`config.mk`:
```
export PLATFORM = sky130hd
export DESIGN_NAME = cpa_align_ctrl
export DESIGN_NICKNAME = d
export VERILOG_FILES = /design/src/core/cpa_pkg.sv /design/src/core/cpa_div_if.sv /design/src/core/cpa_divider.sv /design/src/core/cpa_align_ctrl.sv
export VERILOG_INCLUDE_DIRS = /design/src /design/src/core
export SDC_FILE = /design/constraint.sdc
export NUM_CORES = 2
export LEC_CHECK = 0
export BUFFER_PORTS_ARGS = -buffer_cell sky130_fd_sc_hd__buf_2
export CORE_UTILIZATION = 57
export CTS_CLUSTER_DIAMETER = 40
export DETAILED_ROUTE_END_ITERATION = 12
export HOLD_SLACK_MARGIN = 0.08
export PLACE_DENSITY_LB_ADDON = 0.15
export SYNTH_ARGS = -nofsm -noshare
export SYNTH_HDL_FRONTEND = slang
export SYNTH_SLANG_ARGS = --single-unit
```
`constraint.sdc`:
```
create_clock -name i_clk -period 48.5 [get_ports i_clk]
set_input_delay 4.85 -clock i_clk [delete_from_list [all_inputs] [get_ports i_clk]]
set_output_delay 4.85 -clock i_clk [all_outputs]
set_load 0.05 [all_outputs]
```
`src/core/cpa_map.svh`:
```
// Register offsets, field positions, reset values and limits for the
// cam phase alignment control block.
// Assumes inclusion by bare name from design files only.
`ifndef CPA_MAP_SVH
`define CPA_MAP_SVH

// ==========================================================================
// Register offsets and reset values
`define CPA_OFS_SOURCE 16'h0298
`define CPA_OFS_MASKING 16'h029A
`define CPA_RST_SOURCE 16'h0000
`define CPA_RST_MASKING 16'h0000
`define CPA_RST_TARGET 32'h00000000

// ==========================================================================
// Source setting fields
`define CPA_BIT_ENABLE 0
`define CPA_BIT_LAUNCH 1
`define CPA_BIT_FILM 2
`define CPA_FILT_LSB 4
`define CPA_FILT_MSB 7
`define CPA_PATH_LSB 8
`define CPA_PATH_MSB 15

// ==========================================================================
// Operation setting fields and limits
`define CPA_SLOT_LSB 8
`define CPA_SLOT_MSB 13
`define CPA_PATH_FULL 8'h64
`define CPA_DIV_CYCLES 6'h22

`endif

```
`src/core/cpa_pkg.sv`:
```
// Types shared by the cam phase alignment control modules.
// Assumes nothing of its surroundings.
package cpa_pkg;
    // Alignment sequencer states, one-hot
    typedef enum logic [3:0] {
        CPA_IDLE = 4'h1,
        CPA_DIV = 4'h2,
        CPA_CALC = 4'h4,
        CPA_STORE = 4'h8
    } cpa_state_t;
endpackage

```
`src/core/cpa_div_if.sv`:
```
// Interface carrying the quotient request between the top and the divider.
// Assumes one clock domain shared by both modules.
`timescale 1ns/1ps
interface cpa_div_if;
    logic start;
    logic [31:0] num;
    logic [31:0] den;
    logic done;
    logic [31:0] quo;
    // Requesting side
    modport master (output start, output num, output den,
                    input done, input quo);
    // Dividing side
    modport slave (input start, input num, input den,
                   output done, output quo);
endinterface

```
`src/core/cpa_divider.sv`:
```
// Serial restoring divider giving pulses per cam cycle.
// Assumes every change of numerator or denominator comes with a new start.
`timescale 1ns/1ps
module cpa_divider (
    // Clock and reset
    input wire logic i_clk,
    input wire logic i_reset_n,
    // Request channel
    cpa_div_if.slave dv
);
    `include "cpa_map.svh"

    logic [63:0] rem_q; // Partial remainder and quotient
    logic [5:0] cnt_q; // Bits left
    logic busy_q;
    logic done_q;

    // ======================================================================
    // One quotient bit per cycle; zero denominator gives all ones
    always_ff @(posedge i_clk or negedge i_reset_n) begin
        if (!i_reset_n) begin
            rem_q <= 64'h0;
            cnt_q <= 6'h0;
            busy_q <= 1'b0;
            done_q <= 1'b0;
        end else begin
            done_q <= 1'b0;
            // A new request restarts a running division, so a ratio change
            // that lands mid-run is never lost behind a stale quotient
            if (dv.start) begin
                rem_q <= {32'h0, dv.num};
                cnt_q <= 6'h20;
                busy_q <= 1'b1;
            end else if (busy_q) begin
                if (cnt_q == 6'h0) begin
                    busy_q <= 1'b0;
                    done_q <= 1'b1;
                end else if (rem_q[62:31] >= dv.den) begin
                    rem_q <= {rem_q[62:31] - dv.den, rem_q[30:0], 1'b1};
                    cnt_q <= cnt_q - 6'h1;
                end else begin
                    rem_q <= {rem_q[62:0], 1'b0};
                    cnt_q <= cnt_q - 6'h1;
                end
            end
        end
    end

    assign dv.done = done_q;
    assign dv.quo = rem_q[31:0];
endmodule

```
`src/core/cpa_align_ctrl.sv`:
```
// Cam phase alignment correction logic of a servo drive.
// Assumes the parameter interface strobes writes on i_clk and the trigger
// and master position come from outside this clock domain.
// Functional notes
// - Ratio change clears target at or above quotient
// - Out of range target refused, error flagged
// - Error stored in selected procedure slot
// - Bit 1 launches correction procedure immediately
// - Bit 2 selects cutter or film category
// - Filter zero off, else power-two average
// - Path percent splits forward and backward
// - Shortage stored to slot; slot zero skipped
// - Trigger samples current cam position
`timescale 1ns/1ps
module cpa_align_ctrl (
    // Clock and reset
    input wire logic i_clk,
    input wire logic i_reset_n,
    // Parameter write and read port
    input wire logic i_wr,
    input wire logic [15:0] i_addr,
    input wire logic [15:0] i_wdata,
    output logic [15:0] o_rdata,
    // Other drive parameters
    input wire logic i_target_wr,
    input wire logic [31:0] i_target_wdata,
    input wire logic [31:0] i_operation_setting,
    input wire logic [31:0] i_master_pulses_numerator,
    input wire logic [31:0] i_cam_cycles_denominator,
    // Cam side
    input wire logic i_alignment_trigger_input,
    input wire logic [31:0] i_cam_position,
    // Results
    output logic [31:0] o_alignment_target_position,
    output logic o_entry_error,
    output logic o_slot_wr,
    output logic [5:0] o_slot_num,
    output logic [31:0] o_slot_data,
    output logic o_procedure_start,
    output logic o_carry_forward
);
    `include "cpa_map.svh"

    logic [15:0] src_q; // alignment_source_setting
    logic [15:0] msk_q; // master_pulse_masking
    logic [31:0] tgt_q;
    logic [31:0] quo_q; // Pulses per cam cycle
    logic err_q;
    logic [2:0] trg_sync_q;
    logic [31:0] pos_q; // Sampled cam position
    logic [31:0] ratio_n_q;
    logic [31:0] ratio_d_q;
    logic ratio_chg;
    logic trg_rise;
    logic [31:0] acc_q; // Filtered error, same scale as err_sgn
    logic [31:0] err_raw;
    logic [31:0] fwd_lim;
    logic signed [31:0] err_sgn;
    logic signed [31:0] avg_d;
    cpa_pkg::cpa_state_t st_q;
    logic [3:0] filt;
    logic div_start;
    cpa_div_if dv ();

    // ======================================================================
    // Quotient of master pulses over cam cycles
    assign ratio_chg = (ratio_n_q != i_master_pulses_numerator) ||
                       (ratio_d_q != i_cam_cycles_denominator);
    assign div_start = ratio_chg || (st_q == cpa_pkg::CPA_DIV);
    assign dv.start = div_start;
    assign dv.num = i_master_pulses_numerator;
    assign dv.den = i_cam_cycles_denominator;

    cpa_divider u_div (
        .i_clk(i_clk),
        .i_reset_n(i_reset_n),
        .dv(dv)
    );

    // Ratio capture and quotient latch
    always_ff @(posedge i_clk or negedge i_reset_n) begin
        if (!i_reset_n) begin
            ratio_n_q <= 32'h0;
            ratio_d_q <= 32'h0;
            quo_q <= 32'hFFFFFFFF;
        end else begin
            ratio_n_q <= i_master_pulses_numerator;
            ratio_d_q <= i_cam_cycles_denominator;
            if (dv.done) begin
                quo_q <= dv.quo;
            end
        end
    end

    // ======================================================================
    // Register writes; bit 3 is stored but steers nothing
    always_ff @(posedge i_clk or negedge i_reset_n) begin
        if (!i_reset_n) begin
            src_q <= `CPA_RST_SOURCE;
            msk_q <= `CPA_RST_MASKING;
        end else if (i_wr) begin
            if (i_addr == `CPA_OFS_SOURCE) begin
                src_q <= i_wdata;
            end
            if (i_addr == `CPA_OFS_MASKING) begin
                msk_q <= i_wdata;
            end
        end
    end

    // Read mux; unmapped offsets read zero
    always_comb begin
        case (i_addr)
            `CPA_OFS_SOURCE: o_rdata = src_q;
            `CPA_OFS_MASKING: o_rdata = msk_q;
            default: o_rdata = 16'h0;
        endcase
    end

    // ======================================================================
    // Target entry and automatic clear on quotient shrink
    always_ff @(posedge i_clk or negedge i_reset_n) begin
        if (!i_reset_n) begin
            tgt_q <= `CPA_RST_TARGET;
            err_q <= 1'b0;
        end else begin
            if (i_target_wr) begin
                if (i_target_wdata >= quo_q) begin
                    err_q <= 1'b1;
                end else begin
                    tgt_q <= i_target_wdata;
                    err_q <= 1'b0;
                end
            end else if (dv.done && tgt_q >= dv.quo) begin
                tgt_q <= 32'h0;
            end
        end
    end

    // ======================================================================
    // Trigger synchroniser; only stage two and three are compared
    always_ff @(posedge i_clk or negedge i_reset_n) begin
        if (!i_reset_n) begin
            trg_sync_q <= 3'h0;
        end else begin
            trg_sync_q <= {trg_sync_q[1:0], i_alignment_trigger_input};
        end
    end
    assign trg_rise = trg_sync_q[1] && !trg_sync_q[2];

    // ======================================================================
    // Error against target, folded by path share of the cycle
    assign filt = src_q[`CPA_FILT_MSB:`CPA_FILT_LSB];
    assign err_raw = (pos_q >= tgt_q) ? pos_q - tgt_q
                                      : pos_q + quo_q - tgt_q;
    // Forward limit: errors at or above quo_q minus it are corrected forward
    assign fwd_lim = (src_q[`CPA_PATH_MSB:`CPA_PATH_LSB] >= `CPA_PATH_FULL)
        ? quo_q
        : 32'((64'(quo_q) * 64'(src_q[`CPA_PATH_MSB:`CPA_PATH_LSB]))
              / 64'(`CPA_PATH_FULL));
    // Forward correction is positive shortage: slave catches up
    assign err_sgn = (err_raw != 32'h0 && err_raw >= quo_q - fwd_lim)
        ? $signed(quo_q - err_raw) : -$signed(err_raw);
    // Exponential average approximates 2^filt window
    assign avg_d = (filt == 4'h0) ? err_sgn
        : $signed(acc_q) + ((err_sgn - $signed(acc_q)) >>> filt);

    // ======================================================================
    // Alignment sequencer
    always_ff @(posedge i_clk or negedge i_reset_n) begin
        if (!i_reset_n) begin
            st_q <= cpa_pkg::CPA_IDLE;
            pos_q <= 32'h0;
            acc_q <= 32'h0;
        end else begin
            case (st_q)
                cpa_pkg::CPA_IDLE: begin
                    if (trg_rise && src_q[`CPA_BIT_ENABLE]) begin
                        pos_q <= i_cam_position;
                        st_q <= cpa_pkg::CPA_DIV;
                    end
                end
                cpa_pkg::CPA_DIV: begin
                    st_q <= cpa_pkg::CPA_CALC; // Refresh quotient
                end
                cpa_pkg::CPA_CALC: begin
                    if (dv.done) begin
                        st_q <= cpa_pkg::CPA_STORE;
                    end
                end
                cpa_pkg::CPA_STORE: begin
                    acc_q <= avg_d; // Filter memory
                    st_q <= cpa_pkg::CPA_IDLE;
                end
                default: st_q <= cpa_pkg::CPA_IDLE;
            endcase
        end
    end

    // ======================================================================
    // Outputs toward the procedure table
    always_ff @(posedge i_clk or negedge i_reset_n) begin
        if (!i_reset_n) begin
            o_slot_wr <= 1'b0;
            o_slot_num <= 6'h0;
            o_slot_data <= 32'h0;
            o_procedure_start <= 1'b0;
            o_carry_forward <= 1'b0;
        end else begin
            o_slot_wr <= 1'b0;
            o_procedure_start <= 1'b0;
            if (st_q == cpa_pkg::CPA_STORE) begin
                o_slot_num <= i_operation_setting[`CPA_SLOT_MSB:`CPA_SLOT_LSB];
                o_slot_data <= avg_d;
                o_slot_wr <= (i_operation_setting[`CPA_SLOT_MSB:
                              `CPA_SLOT_LSB] != 6'h0);
                o_procedure_start <= src_q[`CPA_BIT_LAUNCH];
                o_carry_forward <= src_q[`CPA_BIT_FILM];
            end
        end
    end

    assign o_alignment_target_position = tgt_q;
    assign o_entry_error = err_q;

    // ======================================================================
    // Checks
    AST_CLEAR: assert property (@(posedge i_clk) disable iff (!i_reset_n)
        dv.done && !i_target_wr && tgt_q >= dv.quo |=> tgt_q == 32'h0)
        else $error("target not cleared after ratio change");
    AST_REFUSE: assert property (@(posedge i_clk) disable iff (!i_reset_n)
        i_target_wr && i_target_wdata >= quo_q
        |=> o_entry_error && $stable(tgt_q))
        else $error("bad target accepted");
    AST_DISABLED: assert property (@(posedge i_clk) disable iff (!i_reset_n)
        st_q == cpa_pkg::CPA_IDLE && trg_rise && !src_q[`CPA_BIT_ENABLE]
        |=> st_q == cpa_pkg::CPA_IDLE)
        else $error("alignment ran while disabled");
    AST_SAMPLE: assert property (@(posedge i_clk) disable iff (!i_reset_n)
        st_q == cpa_pkg::CPA_IDLE && trg_rise && src_q[`CPA_BIT_ENABLE]
        |=> pos_q == $past(i_cam_position))
        else $error("cam position not sampled");
    AST_STORE: assert property (@(posedge i_clk) disable iff (!i_reset_n)
        st_q == cpa_pkg::CPA_STORE |=> o_slot_data == $past(avg_d))
        else $error("error not stored");
    AST_SLOT0: assert property (@(posedge i_clk) disable iff (!i_reset_n)
        o_slot_wr |-> o_slot_num != 6'h0)
        else $error("slot zero written");
    AST_LAUNCH: assert property (@(posedge i_clk) disable iff (!i_reset_n)
        o_procedure_start |-> o_carry_forward == src_q[`CPA_BIT_FILM]
        && $past(st_q) == cpa_pkg::CPA_STORE)
        else $error("launch out of sequence");
    AST_NOFILT: assert property (@(posedge i_clk) disable iff (!i_reset_n)
        filt == 4'h0 && st_q == cpa_pkg::CPA_STORE
        |=> o_slot_data == $past(err_sgn))
        else $error("filter active at zero");
    AST_BACK: assert property (@(posedge i_clk) disable iff (!i_reset_n)
        src_q[`CPA_PATH_MSB:`CPA_PATH_LSB] == 8'h0 |-> err_sgn <= 0)
        else $error("forward path at zero share");
endmodule

```
# After elaboration in Yosys (flattened, before gate mapping)
# Cells that the tools add are included.
# word_totals
reg_bits,312
inputBits,197
out_inout_bits,90
wordCells,96
# op_classes
addsub,10
mul,1
div,1
order_cmp,6
eq_ne,12
shifts,1
n_mux,27
reduce_logical,19
# ops
operator,n
$mux W63,4
$mux W32,7
$ge A32 B32 Y1,5
$sub A32 B32 Y32,5
$add A32 B32 Y32,2
$div A40 B7 Y64 const B,1
$ne A32 B32 Y1,2
$mul A32 B8 Y40,1
$eq A16 B10 Y1 const B,2
$neg A32 Y32,1
$pmux W16 S2,1
$reduce_bool A32 Y1,1
$sshr A32 B4 Y32,1
$sub A31 B31 Y31,1
$mux W6,3
$pmux W4 S3,1
$reduce_and A2 Y1,6
$mux W1,9
$ge A8 B7 Y1 const B,1
$mux W4,2
$logic_not A6 Y1,1
$ne A2 B2 Y1 const B,3
$reduce_bool A6 Y1,1
$sub A6 B1 Y6 const B,1
10 further kinds,15

# Depth between registers and ports, before layout
# logic_depth
ltp_word,11
mapped_depth,217
depth_no_buf,198

# By module
# A second synthesis with hierarchy kept.
# hier_totals
hier_cells,5619
area_unflattened_um2,45182.1
# by_module_without_submodules
mod,instances,cells_per_inst,area_each_um2,seq_area_each_um2
cpa_align_ctrl,1,4960,39719.3,6072.1
cpa_divider,1,659,5462.7,1776.7

# Worst setup path before layout
# OpenSTA, ideal clock, no wires.
# synth_timing
path_type,register to register
from,register src_q[15]
to,register o_slot_data[31]
setup_ns,0.125
t_arrival_ns,40.259
required_time_ns,48.375
setup_slack_ns,8.116
path_stages_with_launch,205
n_path_buf,11
synth_period_minus_slack_ns,40.384
cell_sequence,dfrtp_1 -> clkbuf_1 -> clkbuf_1 -> nand2_1 -> fa_1 -> inv_1 -> fa_1 -> inv_1 -> fa_1 -> fa_1 -> inv_1 -> ha_1 -> buf_2 -> nand4_1 -> nor4_1 -> a221o_1 -> or4_1 -> buf_2 -> [169 not listed] -> a21oi_1 -> o21bai_1 -> a21oi_1 -> o21bai_1 -> a21oi_1 -> o21bai_1 -> a21o_1 -> a21o_1 -> a21o_1 -> a21o_1 -> a21o_1 -> a21o_1 -> a21o_1 -> a21oi_1 -> xor2_1 -> nand2_1 -> xnor2_1 -> mux2_2
# synth_between
elab_chain_len,11
word_cells_on_any_way,12
cone_classes,3 x add/sub; 1 x mul; 1 x div; 2 x order compare; 1 x shift; 3 x mux; 1 x reduce/logical
# synth_rtl
element,line_no,rtl
start: declaration,cpa_align_ctrl.sv:44,logic [15:0] src_q;
start signal: assignment,cpa_align_ctrl.sv:99,src_q <= `CPA_RST_SOURCE;
start signal: assignment,cpa_align_ctrl.sv:103,src_q <= i_wdata;
$mul A32 B8 Y40,cpa_align_ctrl.sv:159,: 32'((64'(quo_q) * 64'(src_q[`CPA_PATH_MSB:`CPA_PATH_LSB]))
$div A40 B7 Y64,cpa_align_ctrl.sv:159,
$mux W32 *,cpa_align_ctrl.sv:157,assign fwd_lim = (src_q[`CPA_PATH_MSB:`CPA_PATH_LSB] >= `CPA_PATH_FULL)
$sub A32 B32 Y32 *,cpa_align_ctrl.sv:162,assign err_sgn = (err_raw != 32'h0 && err_raw >= quo_q - fwd_lim)
$ge A32 B32 Y1 *,cpa_align_ctrl.sv:162,
$logic_and A1 B1 Y1 *,cpa_align_ctrl.sv:162,
$mux W32 *,cpa_align_ctrl.sv:163,? $signed(quo_q - err_raw) : -$signed(err_raw);
$sub A32 B32 Y32,cpa_align_ctrl.sv:166,: $signed(acc_q) + ((err_sgn - $signed(acc_q)) >>> filt);
$sshr A32 B4 Y32,cpa_align_ctrl.sv:166,
$add A32 B32 Y32,cpa_align_ctrl.sv:166,
$mux W32 *,cpa_align_ctrl.sv:165,assign avg_d = (filt == 4'h0) ? err_sgn
end signal: assignment,cpa_align_ctrl.sv:214,o_slot_data <= avg_d;
end: declaration,cpa_align_ctrl.sv:38,"output logic [31:0] o_slot_data,"
# Every way passes the cells marked *; elsewhere a longest branch is shown, timed or not.
# A chain may end at the register's enable or synchronous reset.

# Worst setup path in the final report
# Ends and elaborated chain as after synthesis.

==> impl_metrics.ini <==
[sta]
tightestPinTransition_ns = 1.30
hold_violations = 0
max_clock_freq_mhz = 21.8
timing.final.ws_setup_ns = 2.73
clock_skew_ns = 0.0835
fin_crit_ns = 45.77
slew_violations = 0
setup_viol = 0
relSlewSlack_pct = 12.9
period_share_pct = 94.4

[critical_path]
cp.arrival_ns = 46.27
cp_slowest_cell = dfrtp_4
timing.critical_path.buf_inv = 14
critical-path-max-stage-delay_ns = 0.62
crit_top_cell = a21o_1
worstPathMaxFanout = 32
setup.worst_path.end_class = register
crit_path_start_kind = register
critPathTopFamily = compound AO/OA/AOI/OAI gates
crit_type = reg2reg
cp_data_required_time_ns = 49.00

[grt]
grt_max_degree = 123
grt-ovfl-total = 0
grt_pass1_vias = 36900
grt_use_total_pct = 31.4
antenna_found_initial = 6
grt_first_pass_wirelength_um = 197000

[detailed_routing]
ant_nets = 0
drc = 0
drt-total-wl_um = 123000
firstDrtPassIters = 5
wl_per_cell_um = 19.1
viasPerCell = 6.01
num_vias = 38800
drt_iter0_drc = 2848

[cts]
clk_pin_slew_ns = 0.07
cts_tree = built
clock_latency_ns = 0.66
clock-sinks = 312
cts-root-buf = clkbuf_16
cts_made_buffers = 54
clk_path_buf_depth = 3
htreeDepth = 2

[synth]
ys.flop_type = dfrtp_1
avgSynthCellArea_um2 = 8.19
synth_top_cells_by_area = dfrtp_1 16%, ha_1 11%, fa_1 10%
yosys_warnings = 0
synth_top_area_share_pct = 16.2
synth_seq_area_share_pct = 18.2
yosysMostFrequentCell = inv_1
synthTopCellsByCount = 601 x inv_1, 446 x a21oi_1, 379 x ha_1
synth_edf_count = 0
ys_ff_latch = 312
synth_async_sr_flop_share_pct = 100
yosysUniqueCellTypes = 141
synth.net_count = 6063
yosysTopAreaCell = dfrtp_1
syn_inst = 5270
netlist_area_um2 = 43200

[floorplan]
die_y_um = 277
die_w_um = 277
fp-row-count = 100
pin_count = 287
start_util_pct = 57.8
dieArea_um2 = 76800
core_area_um2 = 74700

[flow_run]
cap_violations = 0

[place]
place_area_um2 = 45200
pre_cts_ws_ns = 0.957
port-buffer-count = 260
place_hpwl_um = 95300
gp_routability_congestion = 0.942

[power]
power_density_nw_per_um2 = 27.4
total_leakage_power_nw = 23.3
peakVddDrop_mv = 0.0296

[final_layout]
seq_area_um2 = 7860
final_layout_size_suffix_gt1_share_pct = 13.9
layout.nets = 6235
multiInputGateArea_um2 = 32600
areaGrowthSynthToFinish_pct = 11.2
fillerInstances = 6435
design_area_um2 = 48000

[run_status]
status = completed

[hold_path]
hp-class = reg2reg
per-layer routing:
metal | track usage (%) | vias up | part of all wire, %
li1 | - | 18700 | -
met3 | 3.65 | 195 | 6.0
met4 | 10.2 | 0 | 3.4
met1 | 42.7 | 18800 | 44
met5 | 0 | - | 0
met2 | 52.0 | 1187 | 47
flip-flops by register name, indices dropped and copies added (netlist names), 16 cells and up:
signal,count
o_alignment_target_position,32
msk_q,16
o_slot_data,32
u_div.rem_q,63
src_q,16
ratio_n_q,32
quo_q,32
pos_q,32
ratio_d_q,32
cell type report:
type | count | area share [%]
Clock buffer | 62 | 2.96
Multi-Input combinational cell | 4118 | 68.0
Inverter | 606 | 4.74
Tap cell | 969 | 2.53
Antenna cell | 5 | 0.0261
Clock inverter | 39 | 1.21
Timing Repair Buffer | 350 | 4.15
Sequential cell | 312 | 16.4
stage by stage:
stage	util (%)	std cells	total power, mW	TNS [ns]	hold slack [ns]
2_1_floorplan	-	5270	0.721	0	0.331
3_3_place_gp	60.6	6324	0.873	0	0.355
3_5_place_dp	60.6	6324	0.885	0	0.358
4_1_cts	63.3	6425	1.31	0	0.373
5_1_grt	64.2	6460	1.39	-0.0629	0.387
6_report	64.2	6461	1.31	0	0.376
cell usage in the layout (no fill, tap or decap), types with 20 or more instances in the layout:
cell	Yosys	routed
inv_1	601	601
a21oi_1	446	437
ha_1	379	379
nand2_1	352	352
nor2_1	344	336
o21ai_0	282	282
dfrtp_1	279	271
buf_2	32	259
and2_1	230	230
fa_1	217	217
xnor2_1	219	212
a21o_1	178	177
mux2i_1	148	142
xor2_1	141	138
buf_4	3	89
o21bai_1	86	86
nand2b_1	81	79
nor3_1	81	77
nand3_1	79	77
a211oi_1	73	70
nand4_1	65	65
mux2_2	60	60
clkbuf_16	0	54
nor2b_1	49	48
a22o_1	40	40
dfstp_2	33	33
a31oi_1	32	29
o211ai_1	28	28
o21a_1	27	25
o21ai_1	28	25
nor4_1	29	24
a21oi_2	12	20
report_power, final:
group	switching [mW]	total [mW]	internal [mW]
Combinational	0.367	0.611	0.244
Clock	0.157	0.418	0.260
Sequential	0.0146	0.284	0.269
cells by family (layout without fill, tap and decap cells):
logic type	after synthesis	after routing	share of synthesized area, %
AO/OA/AOI/OAI	1508	1508	23.7
XOR/XNOR	368	368	7.61
adder cells (fa/ha/maj)	607	607	21.3
buffers and inverters	840	1057	7.50
flip-flops	312	312	18.2
multiplexers	216	216	5.31
other	0	5	0
AND/OR/NAND/NOR	1419	1419	16.4
what timing repair did:
| item | in CTS | in global routing |
|---|---|---|
| hold buffers | 0 | 0 |
| gates resized for setup | 0 | 92 |
| buffers inserted | 0 | 31 |
| setup endpoints to repair | 0 | 20 |
path summary, 6_finish.rpt:
check	from	end	slack [ns]	cells after the start
hold reg to reg	trg_sync_q[1]	trg_sync_q[2]	0.38	0
setup / recovery	src_q[15]	o_slot_data[31]	2.73	202
hold / removal	trg_sync_q[1]	trg_sync_q[2]	0.38	0
min in group asynchronous	i_reset_n	u_div.rem_q[41]	4.29	1
max in group asynchronous	i_reset_n	src_q[15]	42.58	2
setup reg to reg	src_q[15]	o_slot_data[31]	2.73	202
Power figures use the tool's default switching activity.
